===== src/hdl/pcr_map.svh =====
// Command codes, field positions, reset values and class codes
// How it works
// - Channels 2 to 4 read-only class bytes
// - Channel turn-off clears both class nibbles
// - Assigned nibble uses the documented class codes
// - Previous nibble adds code six for class0
// - Single-signature port shows class on both channels; the channel 1-2 port shows it on channel 2 only
// - Complete flag only on measured channel
// - Dual-signature channels report their own class
// - Class zero signature is reported as three
// - Manual mode channels report no assigned class; a class mirrored from a single-signature partner still loads
// - Assigned class limited by allocation setting
// - Requested class kept apart from assigned class
// - Store three-finger result under listed conditions
// - Auto-class control byte, requests and enables
// - Manual request starts measurement within bound
// - Request bit cleared after result update
// - Requests set before turn-on cleared
// - Auto-adjust enable steers power-cut adjustment
`ifndef PCR_MAP_SVH
`define PCR_MAP_SVH
`define PCR_CMD_CH2_CLASS    8'h4d
`define PCR_CMD_CH3_CLASS    8'h4e
`define PCR_CMD_CH4_CLASS    8'h4f
`define PCR_CMD_AC_CTRL      8'h50
`define PCR_RESET_BYTE       8'h00
`define PCR_MREQ_LSB         4
`define PCR_AADJ_LSB         0
`define PCR_CODE_UNKNOWN     4'h0
`define PCR_CODE_PREV_CLASS0 4'h6
`define PCR_CODE_DUAL_5      4'hd
`define PCR_CLASS_3          4'h3
`define PCR_CLASS_MAX_2PAIR  4'h4
`define PCR_CLASS_MAX        4'h8
`define PCR_CLASS_DUAL_MAX   4'h5
`define PCR_SS_OFFSET        4'h3
`endif


===== src/hdl/pcr_pkg.sv =====
// Types and class code helpers shared by the reporting block
`include "pcr_map.svh"
package pcr_pkg;

  // Per-channel auto-class measurement state
  typedef enum logic [1:0] {
    PCR_AC_IDLE = 2'b00,
    PCR_AC_BUSY = 2'b01
  } pcr_ac_state_t;

  // One class nibble
  typedef logic [3:0] pcr_code_t;

  // Class number to nibble code; prev selects the previous table
  function automatic pcr_code_t pcr_encode(input logic [3:0] num,
                                           input logic       ss,
                                           input logic       dual,
                                           input logic       prev);
    pcr_code_t c;
    c = `PCR_CODE_UNKNOWN;
    if (num == 4'h0) begin
      c = prev ? `PCR_CODE_PREV_CLASS0 : `PCR_CODE_UNKNOWN;
    end else if (num <= `PCR_CLASS_MAX_2PAIR) begin
      c = num;
    end else if (ss && num <= `PCR_CLASS_MAX) begin
      c = num + `PCR_SS_OFFSET;
    end else if (dual && num == `PCR_CLASS_DUAL_MAX) begin
      c = `PCR_CODE_DUAL_5;
    end
    return c;
  endfunction

  // True for a code that may be stored in the given nibble
  function automatic logic pcr_legal(input pcr_code_t c,
                                     input logic      prev);
    logic ok;
    ok = 1'b0;
    case (c)
      4'h0, 4'h1, 4'h2, 4'h3, 4'h4: ok = 1'b1;
      4'h8, 4'h9, 4'ha, 4'hb, 4'hd: ok = 1'b1;
      4'h6:                         ok = prev;
      default:                      ok = 1'b0;
    endcase
    return ok;
  endfunction

endpackage


===== src/hdl/pcr_slot_if.sv =====
// Link between the controller and one class report slot
interface pcr_slot_if;
  logic       update;         // Load new codes
  logic       clear;          // Channel is off
  logic [3:0] assigned_code;  // Assigned nibble to load
  logic [3:0] previous_code;  // Previous nibble to load
  logic [7:0] report;         // Stored report byte

  modport ctrl (output update, clear, assigned_code, previous_code,
                input  report);
  modport slot (input  update, clear, assigned_code, previous_code,
                output report);
endinterface


===== src/hdl/pse_class_report_regs.sv =====
// Class report bytes for channels 2 to 4 and auto-class control for four channels
`include "pcr_map.svh"
module pse_class_report_regs #(
  parameter int NCH = 4  // Channels served by the control byte
) (
  input  wire logic                 clk,
  input  wire logic                 reset,
  // Command port from the serial command engine
  input  wire logic                 cmd_valid,
  input  wire logic                 cmd_write,
  input  wire logic [7:0]           cmd_code,
  input  wire logic [7:0]           cmd_wdata,
  output logic                      rsp_valid,
  output logic [7:0]                rsp_rdata,
  // Channel status from the port controller
  input  wire logic [NCH-1:0]       chan_on,
  input  wire logic [NCH-1:0]       class_done,
  input  wire logic [NCH-1:0]       class_measured,
  input  wire logic [NCH-1:0][3:0]  powered_class,
  input  wire logic [NCH-1:0][3:0]  alloc_class,
  input  wire logic [NCH-1:0]       four_pair_ss,
  input  wire logic [NCH-1:0]       dual_sig,
  input  wire logic [NCH-1:0]       class0_sig,
  input  wire logic [NCH-1:0]       manual_mode,
  input  wire logic [NCH-1:0]       alloc_is_15w4,
  input  wire logic [NCH-1:0]       one_finger,
  input  wire logic [NCH-1:0]       semi_auto,
  input  wire logic [NCH-1:0]       detection_enable,
  input  wire logic [NCH-1:0]       class_enable,
  input  wire logic [NCH-1:0][3:0]  prev3_class,
  input  wire logic [NCH-1:0]       ac_result_updated,
  // Results to the event register and power-cut logic
  output logic [NCH-1:0]            classification_complete_flag,
  output logic [NCH-1:0]            ac_start,
  output logic [NCH-1:0]            autoadjust_enable
);

  //////////////////////////////////////////////////////////////////
  // Declarations

  logic [NCH-1:0]            manual_measure_request; // Request bits
  logic [NCH-1:0]            mreq_d;       // Next request bits
  logic [NCH-1:0]            aadj_d;       // Next enable bits
  logic [NCH-1:0]            on_q;         // Channel on, last cycle
  logic [NCH-1:0]            turn_on;      // Channel turning on
  logic [NCH-1:0]            start_now;    // Launch a measurement
  logic [NCH-1:0]            hw_clear;     // Hardware clears request
  logic [NCH-1:0]            wr_set;       // Host writes request 1
  logic [NCH-1:0][3:0]       own_code;     // Own assigned code
  logic [NCH-1:0][3:0]       prev_code;    // Own previous code
  logic [NCH-1:0]            slot_upd;     // Load the report slot
  logic [NCH-1:0][3:0]       slot_acode;   // Assigned code to load
  logic [NCH-1:0][3:0]       slot_pcode;   // Previous code to load
  logic [7:0]                report [NCH]; // Report bytes
  pcr_pkg::pcr_ac_state_t    ac_q [NCH];   // Measurement state
  pcr_pkg::pcr_ac_state_t    ac_d [NCH];   // Next measurement state
  logic                      rd_cmd;       // Read request
  logic                      wr_ctrl;      // Write to control byte
  logic [7:0]                ctrl_byte;    // Control byte view
  logic [7:0]                rd_byte;      // Selected read data

  //////////////////////////////////////////////////////////////////
  // Command decode

  assign rd_cmd    = cmd_valid && !cmd_write;
  assign wr_ctrl   = cmd_valid && cmd_write &&
                     cmd_code == `PCR_CMD_AC_CTRL;
  assign ctrl_byte = {manual_measure_request, autoadjust_enable};
  assign wr_set    = wr_ctrl ? cmd_wdata[`PCR_MREQ_LSB +: NCH]
                             : '0;

  // Read mux; unmapped codes read zero
  assign rd_byte =
    (cmd_code == `PCR_CMD_CH2_CLASS) ? report[1] :
    (cmd_code == `PCR_CMD_CH3_CLASS) ? report[2] :
    (cmd_code == `PCR_CMD_CH4_CLASS) ? report[3] :
    (cmd_code == `PCR_CMD_AC_CTRL)   ? ctrl_byte :
                                       `PCR_RESET_BYTE;

  // Read answer one cycle after the request
  always_ff @(posedge clk) begin
    if (reset) begin
      rsp_valid <= 1'b0;
      rsp_rdata <= `PCR_RESET_BYTE;
    end else begin
      rsp_valid <= rd_cmd;
      rsp_rdata <= rd_cmd ? rd_byte : rsp_rdata;
    end
  end

  //////////////////////////////////////////////////////////////////
  // Auto-class control byte

  // Turn-on edge and hardware clears of the request bits
  assign turn_on  = chan_on & ~on_q;
  assign hw_clear = ac_result_updated | turn_on;

  // Host write wins over a clear in the same cycle
  assign mreq_d = wr_ctrl ? cmd_wdata[`PCR_MREQ_LSB +: NCH]
                          : manual_measure_request & ~hw_clear;
  assign aadj_d = wr_ctrl ? cmd_wdata[`PCR_AADJ_LSB +: NCH]
                          : autoadjust_enable;

  // Control byte storage; enables go straight to power-cut logic
  always_ff @(posedge clk) begin
    if (reset) begin
      manual_measure_request <= '0;
      autoadjust_enable      <= '0;
      on_q                   <= '0;
    end else begin
      manual_measure_request <= mreq_d;
      autoadjust_enable      <= aadj_d;
      on_q                   <= chan_on;
    end
  end

  //////////////////////////////////////////////////////////////////
  // Manual measurement launch

  // Only an on channel with a pending request starts
  always_comb begin
    for (int i = 0; i < NCH; i++) begin
      start_now[i] = 1'b0;
      ac_d[i]      = ac_q[i];
      case (ac_q[i])
        pcr_pkg::PCR_AC_IDLE: begin
          if (chan_on[i] && on_q[i] && manual_measure_request[i] &&
              !hw_clear[i]) begin
            start_now[i] = 1'b1;
            ac_d[i]      = pcr_pkg::PCR_AC_BUSY;
          end
        end
        pcr_pkg::PCR_AC_BUSY: begin
          if (ac_result_updated[i] || !chan_on[i]) begin
            ac_d[i] = pcr_pkg::PCR_AC_IDLE;
          end
        end
        default: ac_d[i] = pcr_pkg::PCR_AC_IDLE;
      endcase
    end
  end

  // Measurement state and start pulses
  always_ff @(posedge clk) begin
    for (int i = 0; i < NCH; i++) begin
      ac_q[i] <= reset ? pcr_pkg::PCR_AC_IDLE : ac_d[i];
    end
    ac_start <= reset ? '0 : start_now;
  end

  //////////////////////////////////////////////////////////////////
  // Classification complete flag

  // Flag only the channel that really measured
  always_ff @(posedge clk) begin
    if (reset) begin
      classification_complete_flag <= '0;
    end else begin
      classification_complete_flag <= class_done & class_measured;
    end
  end

  //////////////////////////////////////////////////////////////////
  // Class codes and report slots

  for (genvar i = 0; i < NCH; i++) begin : g_ch
    localparam int P = i ^ 1; // Partner channel of the port
    logic [3:0] eff_cls;  // Class after class-zero promotion
    logic [3:0] lim_cls;  // Class after allocation limit
    logic       prev_ok;  // Previous result may be kept
    logic       copy;     // Take the partner's result

    // Class zero powers as class three
    assign eff_cls = class0_sig[i] ? `PCR_CLASS_3 : powered_class[i];
    // Allocation caps the class requested kept apart
    assign lim_cls = (eff_cls > alloc_class[i]) ? alloc_class[i]
                                                : eff_cls;
    // Manual mode gives no assigned class code
    assign own_code[i] = manual_mode[i] ? `PCR_CODE_UNKNOWN :
      pcr_pkg::pcr_encode(lim_cls, four_pair_ss[i], dual_sig[i],
                          1'b0);
    // Three-finger result kept only when all hold
    assign prev_ok = alloc_is_15w4[i] & one_finger[i] &
                     semi_auto[i] & detection_enable[i] &
                     class_enable[i];
    assign prev_code[i] = prev_ok ?
      pcr_pkg::pcr_encode(prev3_class[i], four_pair_ss[i],
                          dual_sig[i], 1'b1)
      : `PCR_CODE_UNKNOWN;
    // Single signature mirrors into the partner
    assign copy = class_done[P] & four_pair_ss[P] & ~class_done[i];
    // Dual signature loads its own result only
    assign slot_upd[i]   = chan_on[i] & (class_done[i] | copy);
    assign slot_acode[i] = copy ? own_code[P] : own_code[i];
    assign slot_pcode[i] = copy ? prev_code[P] : prev_code[i];

    if (i == 0) begin : g_noslot
      assign report[i] = `PCR_RESET_BYTE;
    end else begin : g_slot
      pcr_slot_if u_if ();
      assign u_if.update        = slot_upd[i];
      assign u_if.clear         = ~chan_on[i];
      assign u_if.assigned_code = slot_acode[i];
      assign u_if.previous_code = slot_pcode[i];
      assign report[i]          = u_if.report;
      pcr_class_slot u_slot (
        .clk   (clk),
        .reset (reset),
        .sl    (u_if.slot)
      );
    end
  end
endmodule


===== src/hdl/pcr_class_slot.sv =====
// One read-only class report byte with reserved-code filtering
`include "pcr_map.svh"
module pcr_class_slot (
  input wire logic clk,
  input wire logic reset,
  pcr_slot_if.slot sl
);

  logic [7:0] report_q;  // Stored report byte
  logic       a_ok;      // Assigned code is legal
  logic       p_ok;      // Previous code is legal
  logic [7:0] load_byte; // Filtered byte to load

  // Reserved codes collapse to unknown
  assign a_ok      = pcr_pkg::pcr_legal(sl.assigned_code, 1'b0);
  assign p_ok      = pcr_pkg::pcr_legal(sl.previous_code, 1'b1);
  assign load_byte = {a_ok ? sl.assigned_code : `PCR_CODE_UNKNOWN,
                      p_ok ? sl.previous_code : `PCR_CODE_UNKNOWN};
  assign sl.report = report_q;

  // Off channel clears, else load on update
  always_ff @(posedge clk) begin
    if (reset || sl.clear) begin
      report_q <= `PCR_RESET_BYTE;
    end else if (sl.update) begin
      report_q <= load_byte;
    end
  end
endmodule


===== config.mk =====
export PLATFORM = sky130hd
export DESIGN_NAME = pse_class_report_regs
export DESIGN_NICKNAME = d
export VERILOG_FILES = /design/src/hdl/pcr_pkg.sv /design/src/hdl/pcr_slot_if.sv /design/src/hdl/pse_class_report_regs.sv /design/src/hdl/pcr_class_slot.sv
export VERILOG_INCLUDE_DIRS = /design/src /design/src/hdl
export SDC_FILE = /design/constraint.sdc
export NUM_CORES = 1
export LEC_CHECK = 0
export ABC_AREA = 1
export ABC_CLOCK_PERIOD_IN_PS = 2600
export BUFFER_PORTS_ARGS = -buffer_cell sky130_fd_sc_hd__buf_2
export CAP_MARGIN = 20
export CORE_ASPECT_RATIO = 1.75
export CORE_MARGIN = 10
export CORE_UTILIZATION = 35
export DETAILED_ROUTE_END_ITERATION = 8
export PLACE_DENSITY = 0.69
export SYNTH_ARGS = -nofsm -noshare
export SYNTH_HDL_FRONTEND = slang
export SYNTH_SLANG_ARGS = --single-unit

===== constraint.sdc =====
create_clock -name clk -period 2.6 [get_ports clk]
set_clock_uncertainty 0.1 [all_clocks]
set_input_delay 0.52 -clock clk [delete_from_list [all_inputs] [get_ports clk]]
set_output_delay 0.52 -clock clk [all_outputs]
set_load 0.1 [all_outputs]

Word level (Yosys, flattened, before mapping)
Memory sizes are Yosys's and may differ from the RTL's. Cells that the tools add are included.

Multipliers: 0. Div/mod/pow operators: 0. Equal/unequal tests: 16. Order comparisons: 20. Bitwise operators: 44. Mux-type cells: 85. Add/subtract/negate cells: 8. Shift operators: 0. Reductions and logical operators: 63.

Operators by type and width (count): $mux 4 (61); $add 4x2->4 const B (8); $eq 4x3->1 const B (8); $eq 8x7->1 const B (4); $le 4x3->1 const B (8); $le 4x4->1 const B (8); $logic_not 4->1 (8); $mux 8 (4); $logic_and 1x1->1 (31); $and 1x1->1 (25); $mux 2 (12); $gt 4x4->1 (4); $pmux 2 s2 (4); $and 4x4->4 (3); $not 1->1 (10); $logic_not 1->1 (9); $eq 2x1->1 const B (4); $logic_not 2->1 (4); $not 4->4 (2); $reduce_or 2->1 (4); $logic_or 1x1->1 (7); $mux 1 (4); $or 4x4->4 (1); $or 1x1->1 (3).

Flip-flop bits (word level): 53. Bits of input ports: 120. Word-level logic and storage cells: 256. Latch bits: 0. ROM bits: 96. Bits in writable memories: 8. Memories kept: 7.

Memories: (name not given) (depth 16, bits a word 1, read ports 1, clocked after memory_dff 0, wr ports 0, line pcr_pkg.sv:38) `case (c)`; (name not given) (depth 16, bits a word 1, read ports 1, clocked after memory_dff 0, wr ports 0, line pcr_pkg.sv:38); (name not given) (depth 16, bits a word 1, read ports 1, clocked after memory_dff 0, wr ports 0, line pcr_pkg.sv:38); (name not given) (depth 16, bits a word 1, read ports 1, clocked after memory_dff 0, wr ports 0, line pcr_pkg.sv:38); (name not given) (depth 16, bits a word 1, read ports 1, clocked after memory_dff 0, wr ports 0, line pcr_pkg.sv:38); (name not given) (depth 16, bits a word 1, read ports 1, clocked after memory_dff 0, wr ports 0, line pcr_pkg.sv:38); +1 memories.

Depth between registers and ports, before layout
Gate-level depths: netlist (run 1). An unclocked memory read counts as a cell.

Depth in word-level cells: 13. Depth in mapped cells: 23.

Modules after synthesis
Synthesis (run 1) repeated with hierarchy kept, for this count alone.

Cell total of the unflattened synthesis: 805. Area, all modules: 4974.8 sq um.

By module, submodules not included: pse_class_report_regs (area each 3860.0 sq um, sequential area each 660.6 sq um, cells each 670, instances 1); pcr_class_slot (area each 371.6 sq um, sequential area each 160.2 sq um, cells each 45, instances 3).

Worst setup path before layout (run 1)
OpenSTA, ideal clock, no wires.

Kind: in2reg. Start point: in class0_sig[3]. End point: reg g_ch[3].g_slot.u_slot.report_q[6]. Setup slack: -0.131 ns. Buffers on the path: 0. Library setup time: 0.130 ns. Cell stages on the path: 21. Arrival time: 2.500 ns. Data required time: 2.370 ns. Cells stage by stage: inv_2 -> nand2_1 -> inv_1 -> ha_1 -> a21oi_2 -> nand2_2 -> nand2_4 -> nand3_1 -> nand2_1 -> ha_1 -> nand3_1 -> nand2_1 -> nand2_2 -> nand2_1 -> nand2_1 -> nand2_1 -> nand3_1 -> nand2_1 -> nand3_2 -> nand2_1 -> a21oi_2.

Word-level cells in the longest chain between the ends: 13. Elaborated cells on any way between the ends: 18.

Ends and longest elaborated chain: start, declared (line pse_class_report_regs.sv:23) `input wire logic [NCH-1:0] class0_sig,`; $mux 4 (*) (line pse_class_report_regs.sv:174) `` assign eff_cls = class0_sig[i] ? `PCR_CLASS_3 : powered_class[i]; ``; $gt 4x4->1 (line pse_class_report_regs.sv:176) `assign lim_cls = (eff_cls > alloc_class[i]) ? alloc_class[i]`; $mux 4 (*) (line pse_class_report_regs.sv:176); branches (longest 5 deep; another with $le 4x4->1); $mux 4 (*) (line pcr_pkg.sv:21) `if (num == 4'h0) begin`; $mux 4 (*) (line pse_class_report_regs.sv:179) `` assign own_code[i] = manual_mode[i] ? `PCR_CODE_UNKNOWN : ``; $mux 4 (*) (line pse_class_report_regs.sv:194) `assign slot_acode[i] = copy ? own_code[P] : own_code[i];`; $mem_v2 16x1; $mux 4 (no line) (*); end signal, assigned (line pcr_class_slot.sv:24) `` report_q <= `PCR_RESET_BYTE; ``; end signal, assigned (line pcr_class_slot.sv:26) `report_q <= load_byte;`; end, declared (line pcr_class_slot.sv:9) `logic [7:0] report_q;`.

Every way passes the cells marked *. A chain may end at the register's enable or synchronous reset.

Final worst setup path (run 1)
Start point: in class0_sig[2]. End point: reg g_ch[3].g_slot.u_slot.report_q[4].

Same word-level chain as after synthesis.

==> results of run 1 <==
-- per-stage QoR --
stage | area, µm² | setup slack [ns] | hold slack, ns
after floorplan | 5370 | -0.0183 | 0.299
after global placement | 6960 | -0.364 | 0.311
after detailed placement | 6960 | -0.395 | 0.306
after CTS | 7360 | -0.00915 | 0.315
after global routing | 7870 | -0.202 | 0.327
final | 7870 | -0.0408 | 0.315
-- synth_stat cells (5+ instances only) --
master | count | share of area
nor2_1 | 63 | 0.047
nor3_1 | 10 | 0.0098
nand2_1 | 222 | 0.16
dfxtp_1 | 57 | 0.22
ha_1 | 32 | 0.079
nand4_1 | 12 | 0.015
inv_1 | 120 | 0.089
inv_2 | 12 | 0.0089
nor4_1 | 5 | 0.0062
a21oi_1 | 64 | 0.063
nand2_2 | 36 | 0.044
o211ai_1 | 10 | 0.015
o21ai_0 | 44 | 0.043
a31oi_1 | 5 | 0.0062
xor2_1 | 5 | 0.0086
a21oi_2 | 10 | 0.017
o21ai_1 | 5 | 0.0049
nand3_1 | 81 | 0.080
-- kinds of logic (layout without fill, tap and decap cells) --
kind of cell,Yosys count,after routing,synth area share
AO/OA/AOI/OAI,156,156,0.181
XOR/XNOR,8,8,0.0138
adder cells (fa/ha/maj),32,32,0.0787
buffers and inverters,138,391,0.102
flip-flops,57,57,0.224
AND/OR/NAND/NOR,448,448,0.400
-- layout by cell type, fill, tap and decap left out, types with 5 or more instances in the layout --
cell and n:
a21oi_1 58, a21oi_2 16, a31oi_1 5, buf_2 136, buf_4 102, clkbuf_16 9, dfxtp_1 57, ha_1 21
ha_4 11, inv_1 104, inv_2 23, nand2_1 168, nand2_2 59, nand2_4 35, nand3_1 56, nand3_2 22
nand3_4 5, nand4_1 12, nor2_1 54, nor2_2 7, nor2_4 6, nor3_1 9, nor4_1 5, o211ai_1 10
o21ai_0 42, o21ai_1 5, xor2_1 5
-- area by class of cell --
cell class,count,share of cell area
Clock buffer,12,0.0326
Clock inverter,4,0.00652
Inverter,132,0.0674
Multi-Input combinational cell,644,0.528
Sequential cell,57,0.145
Tap cell,180,0.0286
Timing Repair Buffer,243,0.192
-- repair_timing --
| action | 4_1_cts | 5_1_grt |
|---|---|---|
| setup endpoints to repair | 7 | 16 |
| gates cloned | 0 | 0 |
| gates resized for setup | 16 | 118 |
| pin swaps | 19 | 88 |
| hold buffers | 0 | 0 |
| buffers inserted | 3 | 8 |
-- sequential cells by signal, indices dropped and copies added, names as in the netlist --
signal,flops
rsp_rdata,8
autoadjust_enable,4
ac_start,4
on_q,4
rsp_valid,1
manual_measure_request,4
ac_q,4
classification_complete_flag,4
g_ch.g_slot.u_slot.sl.report,24
-- worst max path at each step --
stage,to,slack (ns),cells after the start,start
after floorplan,g_ch[3].g_slot.u_slot.sl.report[6]$_SDFFE_PP0P_,-0.02,21,class0_sig[2]
after global placement,g_ch[2].g_slot.u_slot.sl.report[6]$_SDFFE_PP0P_,-0.36,21,class0_sig[2]
after detailed placement,g_ch[2].g_slot.u_slot.sl.report[6]$_SDFFE_PP0P_,-0.39,21,class0_sig[2]
after CTS,g_ch[2].g_slot.u_slot.sl.report[6]$_SDFFE_PP0P_,-0.009,22,class0_sig[2]
after global routing,g_ch[1].g_slot.u_slot.sl.report[5]$_SDFFE_PP0P_,-0.20,19,class0_sig[1]
final,g_ch[3].g_slot.u_slot.sl.report[4]$_SDFFE_PP0P_,-0.04,21,class0_sig[2]
-- routing by layer --
layer / GRT usage / vias up
li1: - / 3252
met1: 0.134 / 2825
met2: 0.337 / 138
met3: 0.0263 / 41
met4: 0.0630 / 0
met5: 0 / -
-- worst max-delay path, delay by kind of cell --
family                     cells  cell delay [ns]
and+or+nand+nor               15             1.31
adders and majority gates      2             0.45
AOI/OAI and AO/OA              2             0.28
buffers and inverters          2             0.16
-- where the power goes --
part,total [mW],switching (mW),internal (mW)
Sequential,0.902,0.00977,0.893
Combinational,1.30,0.770,0.528
Clock,1.19,0.399,0.792
==> results by group, run 1 <==
Outcome
  – Status: finished with violations
  – Failing checks: setup timing

Worst hold path
  – Worst Hold Class: reg -> reg
  – Hold path depth: 1
  – Worst Hold End: ac_start[0]$_SDFF_PP0_
  – Min-delay src: ac_q[0][0]$_SDFFE_PP0P_

Cells and area
  – Fill cells: 1,376
  – Ant diodes: 0
  – Area Growth Syn to Fin: 54.8%
  – Final Util: 0.550
  – Nets@finish: around 1,200
  – Sequential Area: 0.00114 mm²
  – Multi-input gate area: 0.00415 mm²
  – Final cell count without fillers: 1,272
  – Layout cells sized above 1: 0.423

Worst setup path
  – Critical Path Fanout Max: 4
  – CP Class: in -> reg
  – FF-to-FF setup slack: 1.60 ns
  – Slowest CP cell: ha_4
  – Max incr delay on CP: 0.27 ns
  – RR Endpoint: rsp_rdata[7]$_SDFFE_PP0P_
  – Worst r2r src: manual_measure_request[3]$_SDFF_PP0_
  – Worst-path cell chain: buf_12 > inv_12 > nand2_4 > ha_4 > nand2_2 > nand2_1 > nand4_1 > nand2_2 > nand2_4 > o21ai_4 > ha_4 > nand3_4 > nand2_4 > nand2_4 > nand3b_1 > nand2_1 > nand2_1 > nand2_1 > nand3_2 > nand2_2 > a21oi_2
  – CP Launch Type: input pin
  – Critical path arrival: 2.75 ns
  – Worst setup EP type: register
  – Required time of the critical path: 2.71 ns
  – FF-to-FF path depth: 4

STA
  – Slack of the critical path: -0.0408 ns
  – Hold Vio Cnt, Final: 0
  – Slew of the pin with the lowest slew margin: between 0.5 and 0.6 ns
  – Max Slew Vio Count: 0
  – Final TNS setup: -0.136 ns
  – Setup Viol. Count Final: 5
  – Max Fclk: 379 MHz
  – Max_slew headroom: 0.614
  – Final period utilization: 1.02
  – RSZ-0062 raised after global routing: yes
  – Final min period: roughly 2.6 ns

Clock tree
  – CTS tree: built
  – CTS root buf: clkbuf_16
  – CTS clk-pin slew, worst paths: about 0.050 ns
  – H-tree lvl count: 3
  – Longest Clk Path Bufs: 2
  – CTS sink cnt: 57
  – Clock insertion delay at the later pin of the skew report: 0.32 ns
  – Total CTS buffers: 9

Place
  – GP Congestion: slightly above 0.9
  – I/O Buffers: 140
  – Placed cell count: 1,245
  – Hpwl dp: 14.3 mm

Pwr
  – Total Power: 3.39 mW
  – Worst IR Drop VDD: 0.000345 V
  – Pwr Density: between 400 and 500 mW/mm²
  – LEAKAGE: 3.80 nW

Floorplanning
  – Chip width: 111 µm
  – # rows: 58
  – Initial Util: 0.356
  – Ports: 141
  – Die area: ~0.020 mm²
  – Core Footprint: around 0.014 mm²
  – Die Y: 179 µm

Routing
  – Pre-antenna DRT Iters: 4
  – DRT antenna net count: 0
  – Met2 WL: between 10 and 15 mm
  – WL met3: 653 µm
  – Routed wire length: around 17 mm
  – DRT met1 WL: 6.12 mm
  – DRC viols: 0
  – WL per Instance: 13.7 µm
  – DR vias: 6,256
  – DR vias/cell: 4.92
  – DR top layer: met4
  – Initial DRC Count: ~170

GRT
  – Initial antenna violation count: 0
  – GRT Util Overall: 0.158
  – Largest net degree at the start of global routing: 17
  – First-pass GRT wire length: around 27 mm
  – Vias in the first global route: ~6,400
  – Grt ovf: 0

Logic synthesis
  – Post-synthesis cell count: between 800 and 900
  – Yosys warns: 0
  – Sequential share of the synthesized area: 0.224
  – Mean post-synth cell area: 6.06 µm²
  – Post-synth EDFFs: 0
  – Cell area after synthesis: between 0.005 and 0.006 mm²
  – Ys async rst share: 0
  – Ys flop type: dfxtp_1
  – Syn nets: 991
  – Synth Register Bits: 57
  – Count of unique library cells instantiated by Yosys: 40

Flow run
  – Max-cap violations: 0
Power figures use the tool's default switching activity.
==> inputs of run 2 (changes only) <==
==> constraint.sdc (replaced) <==
create_clock -name clk -period 2.6 [get_ports clk]
set_clock_uncertainty 0.1 [all_clocks]
set_input_delay 0 -clock clk [delete_from_list [all_inputs] [get_ports clk]]
set_output_delay 0 -clock clk [all_outputs]
set_load 0.1 [all_outputs]
==> run 2 against run 1 <==
Against the previous run:
- the run now ends clean
- final cell count shrank 4.7%
- fmax grew 16%
- via count shrank 3.9%
- critical path depth grew 1
- register-to-register slack lost 0.46 ns
- largest power group is now clock
==> results by group, run 2 (synthesis gave the netlist of run 1 again) <==
Floorplanning
  – Die area: 0.0199 mm²
  – Die Y: 179 µm
  – Initial Util: 0.356
  – Ports: 141
  – Core Footprint: 0.0143 mm²
  – Chip width: 111 µm
  – # rows: 58

Cells and area
  – Most common cell after layout, fill and taps aside: nand2_1
  – Most frequent cells in the layout: nand2_1, buf_2, inv_1
  – Max reg flops: 24
  – Area Growth Syn to Fin: 31.9%
  – Final Util: 0.469
  – Nets@finish: 1,178
  – Final cell count without fillers: 1,212
  – Fill cells: 1,512
  – Layout cells sized above 1: 0.240

Worst setup path
  – CP top delay family: simple AND/OR/NAND/NOR gates
  – CP dominant cell by count: nand2_1
  – Critical Path Fanout Max: 8
  – Worst-path cell chain: buf_2 > inv_2 > nand2_1 > ha_1 > nand2_1 > inv_1 > nand4_2 > nand2_4 > nand3_1 > nand2_1 > ha_1 > nand3_1 > nand2_1 > nand2_2 > nand2_1 > nand2_1 > nand2_1 > nand3_1 > nand2_1 > nand3_2 > nand2_1 > a21oi_2
  – Max incr delay on CP: 0.28 ns
  – Slowest CP cell: ha_1
  – Critical path arrival: 2.36 ns
  – Buf/Inv on CP: 3
  – Worst setup EP type: register
  – CP Class: in -> reg
  – Required time of the critical path: roughly 2.7 ns
  – CP Launch Type: input pin

STA
  – Max_slew headroom: 0.630
  – Final period utilization: 0.873
  – RSZ-0062 raised after global routing: no
  – Max Slew Vio Count: 0
  – Hold Vio Cnt, Final: 0
  – Max Fclk: 441 MHz
  – Final TNS setup: 0 ns
  – Final min period: 2.27 ns
  – Setup Viol. Count Final: 0
  – Slew of the pin with the lowest slew margin: approximately 0.55 ns

Pwr
  – LEAKAGE: 3.37 nW
  – Pwr Density: 456 mW/mm²
  – Total Power: 3.05 mW
  – Worst IR Drop VDD: 0.000301 V

Place
  – I/O Buffers: 140
  – GP Congestion: ~0.90
  – Placed cell count: around 1,200
  – Hpwl dp: 13.7 mm

Routing
  – DR vias/cell: 4.96
  – WL per Instance: around 14 µm
  – DRT antenna net count: 0
  – Pre-antenna DRT Iters: 4
  – Initial DRC Count: 202
  – Routed wire length: 16.4 mm
  – DR vias: 6,011
  – DRC viols: 0

Clock tree
  – CTS tree: built
  – CTS clk-pin slew, worst paths: roughly 0.05 ns
  – H-tree lvl count: 3
  – CTS root buf: clkbuf_16
  – Total CTS buffers: 9
  – CTS sink cnt: between 50 and 60
  – Longest Clk Path Bufs: 2
  – Clock insertion delay at the later pin of the skew report: 0.33 ns

GRT
  – First-pass GRT wire length: 27.0 mm
  – Initial antenna violation count: 2
  – Grt ovf: 0
  – Largest net degree at the start of global routing: 17
  – Vias in the first global route: 6,289
  – GRT Util Overall: 0.158

Outcome
  – Status: finished, final reports clean

Flow run
  – Max-cap violations: 0

Worst hold path
  – Worst Hold Class: in -> reg
run 2: where the power goes:
group	total, mW	internal (mW)	leakage, nW	switching (mW)
Combinational	0.919	0.330	2.75	0.590
Clock	1.23	0.856	0.153	0.377
Sequential	0.904	0.893	0.462	0.0103
Total	3.05	2.08	3.37	0.977
run 2: worst paths after layout:
path                                                                         to  cells after the start  slack [ns]                                 start
worst max-delay path            g_ch[3].g_slot.u_slot.sl.report[6]$_SDFFE_PP0P_                     22        0.33                         class0_sig[3]
worst min-delay path                       manual_measure_request[2]$_SDFF_PP0_                      4        0.04                            chan_on[2]
worst max register to register             manual_measure_request[0]$_SDFF_PP0_                      3        1.14  manual_measure_request[0]$_SDFF_PP0_
worst min register to register                           ac_start[3]$_SDFF_PP0_                      1        0.32               ac_q[3][0]$_SDFFE_PP0P_
run 2: metrics by stage:
stage	setup slack (ns)	hold slack (ns)	cell area [µm²]
finish	0.330	0.0365	6710
detailed placement	-0.0122	0.125	6080
global placement	-0.00327	0.113	6080
global route	0.0178	0.0377	6710
floorplan	0.389	0.0117	5080
CTS	0.318	0.0301	6690
run 2: repair_timing:
item	in CTS	in global routing
resized for setup	0	3
buffers inserted	0	0
endpoints found under the hold margin	25	0
hold buffers	30	0
endpoints found under the setup margin	0	3
run 2: worst min-delay path, delay by kind of cell:
family                 cells  cell delay [ns]
AOI/OAI and AO/OA          2             0.24
buffers and inverters      2             0.17
run 2: layer usage:
layer  vias to the layer above  track usage  wire length (µm)
met5                         -            0                 0
met4                         0       0.0842               719
met3                        41       0.0260               568
met2                       118        0.341              9670
met1                      2731        0.125              5470
li1                       3121            -                 -
run 2: cell type report:
| type | count | area (µm²) | share of cell area |
|---|---|---|---|
| timing repair buffer | 182 | 1090 | 0.163 |
| sequential | 57 | 1140 | 0.170 |
| multi-input combinational | 644 | 3440 | 0.512 |
| tap | 180 | 225 | 0.0336 |
| inverter | 132 | 495 | 0.0739 |
| clock buffer | 12 | 246 | 0.0368 |
| antenna | 2 | 5.00 | 0.000746 |
| clock inverter | 3 | 65.1 | 0.00970 |
==> inputs of run 3 (changes only) <==
CORE_UTILIZATION = 49   (was 35)
GPL_ROUTABILITY_DRIVEN = 1   (was unset)
PLACE_DENSITY = 0.89   (was 0.69)
==> run 3 against run 2 <==
Against the previous run:
- flip-flop and latch count stayed put
- non-clock buffer count is 1 lower
- core utilization is 18 points higher
- critical endpoint is now g_ch[3].g_slot.u_slot.sl.report[4]$_SDFFE_PP0P_
- fmax is 5.7% lower
- setup slack worse by 0.14 ns
- first-iteration DRC count is 91% higher
- sequential power hardly changed
- critical path depth stayed put
==> results by group, run 3 (synthesis gave the netlist of run 1 again) <==
Place
  – I/O Buffers: 140
  – DP Area: 0.00599 mm²
  – Placed cell count: 1,109
  – Hpwl dp: ~13 mm
  – GP Congestion: 0.956

STA
  – Hold Vio Cnt, Final: 0
  – Max Slew Vio Count: 0
  – Worst hold margin: approximately 0.04 ns
  – Max Fclk: 415 MHz
  – Max_slew headroom: 0.640
  – Final period utilization: 0.926
  – Slew of the pin with the lowest slew margin: 0.535 ns
  – Setup Viol. Count Final: 0
  – Final min period: about 2.4 ns

Floorplanning
  – Die Y: 155 µm
  – # rows: 49
  – Initial Util: 0.497
  – Die area: 0.0150 mm²
  – Ports: 141
  – Chip width: about 97 µm
  – Core Footprint: 0.0102 mm²

Cells and area
  – Final Cell Area: 0.00667 mm²
  – Area Growth Syn to Fin: 31.1%
  – Final cell count without fillers: roughly 1,200
  – Max reg flops: 24
  – Nets@finish: 1,177
  – Most frequent cells in the layout: nand2_1, buf_2, inv_1
  – Most common cell after layout, fill and taps aside: nand2_1
  – Layout cells sized above 1: 0.244
  – Fill cells: 858

Worst setup path
  – Worst setup EP type: register
  – Critical path depth: 22
  – CP Launch Type: input pin
  – Slowest CP cell: ha_1
  – FF-to-FF path depth: 3
  – Required time of the critical path: 2.71 ns
  – Critical path arrival: 2.51 ns
  – Buf/Inv on CP: 4
  – Worst-path cell chain: buf_2 > inv_2 > nand2_1 > inv_1 > ha_1 > a21oi_2 > nand2_2 > nand2_4 > nand3_1 > nand2_2 > ha_2 > nand3_1 > nand2_1 > nand2_2 > inv_2 > nand3_1 > nand2_1 > nand2_1 > nand2_1 > nand3_2 > nand2_1 > a21oi_2
  – Critical Path Fanout Max: 5
  – Max incr delay on CP: 0.29 ns
  – CP top delay family: simple AND/OR/NAND/NOR gates
  – CP Class: in -> reg
  – CP dominant cell by count: nand2_1

Clock tree
  – Total CTS buffers: 9
  – CTS root buf: clkbuf_16
  – Longest Clk Path Bufs: 2
  – CTS sink cnt: 57
  – H-tree lvl count: 3
  – Clock insertion delay at the later pin of the skew report: 0.32 ns
  – CTS clk-pin slew, worst paths: 0.05 ns
  – CTS tree: built

Outcome
  – Status: finished, final reports clean

Worst hold path
  – Worst Hold Class: in -> reg
  – Hold path depth: 6

GRT
  – Largest net degree at the start of global routing: 17
  – First-pass GRT wire length: 27.4 mm
  – Vias in the first global route: 6,380
  – GRT Util Overall: 0.213
  – Grt ovf: 0
  – Initial antenna violation count: 1

Flow run
  – Max-cap violations: 0

Routing
  – DRT antenna net count: 0
  – DR vias/cell: 5.41
  – Pre-antenna DRT Iters: 5
  – WL per Instance: 14.5 µm
  – DR vias: 6,268
  – DRC viols: 0
  – Initial DRC Count: 385
  – Routed wire length: 16.8 mm

Pwr
  – Worst IR Drop VDD: 0.000382 V
  – LEAKAGE: ~3.4 nW
  – Pwr Density: 470 mW/mm²
==> run 3: final cells by class <==
class	instances	area, µm²	share of cell area
Antenna cell	1	2.50	0.000375
Clock buffer	12	256	0.0385
Clock inverter	4	75.1	0.0113
Inverter	132	495	0.0743
Multi-Input combinational cell	644	3450	0.518
Sequential cell	57	1140	0.171
Tap cell	127	159	0.0238
Timing Repair Buffer	181	1080	0.163
==> run 3: final timing paths <==
check | start | slack (ns) | end
setup / recovery | class0_sig[3] | 0.19 | g_ch[3].g_slot.u_slot.sl.report[4]$_SDFFE_PP0P_
hold / removal | manual_mode[1] | 0.04 | g_ch[1].g_slot.u_slot.sl.report[6]$_SDFFE_PP0P_
setup reg to reg | manual_measure_request[1]$_SDFF_PP0_ | 1.20 | manual_measure_request[1]$_SDFF_PP0_
hold reg to reg | ac_q[3][0]$_SDFFE_PP0P_ | 0.34 | ac_start[3]$_SDFF_PP0_
==> run 3: power by group <==
group          internal, mW  switching [mW]
Sequential            0.893          0.0113
Clock                 0.890           0.398
Combinational         0.338           0.604
==> run 3: tightest hold or removal path: stages <==
cell and delay (ns):
buf_2 0.09, nor3_1 0.05, nand2_1 0.08, a21oi_1 0.07
nand4_1 0.07, a21oi_1 0.05
==> run 3: repair_timing <==
action,4_1_cts,5_1_grt
hold buffers,30,0
gates resized for setup,0,9
buffers inserted,0,2
endpoints found under the setup margin,0,7
hold endpoints to repair,25,0
==> run 3: layer usage <==
metal / routed length [µm] / vias up / track usage
met3: 761 / 99 / 0.0366
met2: 9360 / 241 / 0.427
met1: 5520 / 2802 / 0.179
met5: 0 / - / 0
met4: 1150 / 0 / 0.151
li1: - / 3126 / -
==> run 3: per-stage QoR <==
stage                util  setup WS [ns]  total power, mW  setup TNS [ns]
global placement    0.585         0.0103             1.78               0
global route        0.651        -0.0215             3.28         -0.0392
floorplan               -          0.389             1.54               0
detailed placement  0.585        -0.0647             1.80          -0.227
finish              0.651          0.192             3.13               0
CTS                 0.646          0.263             3.09               0
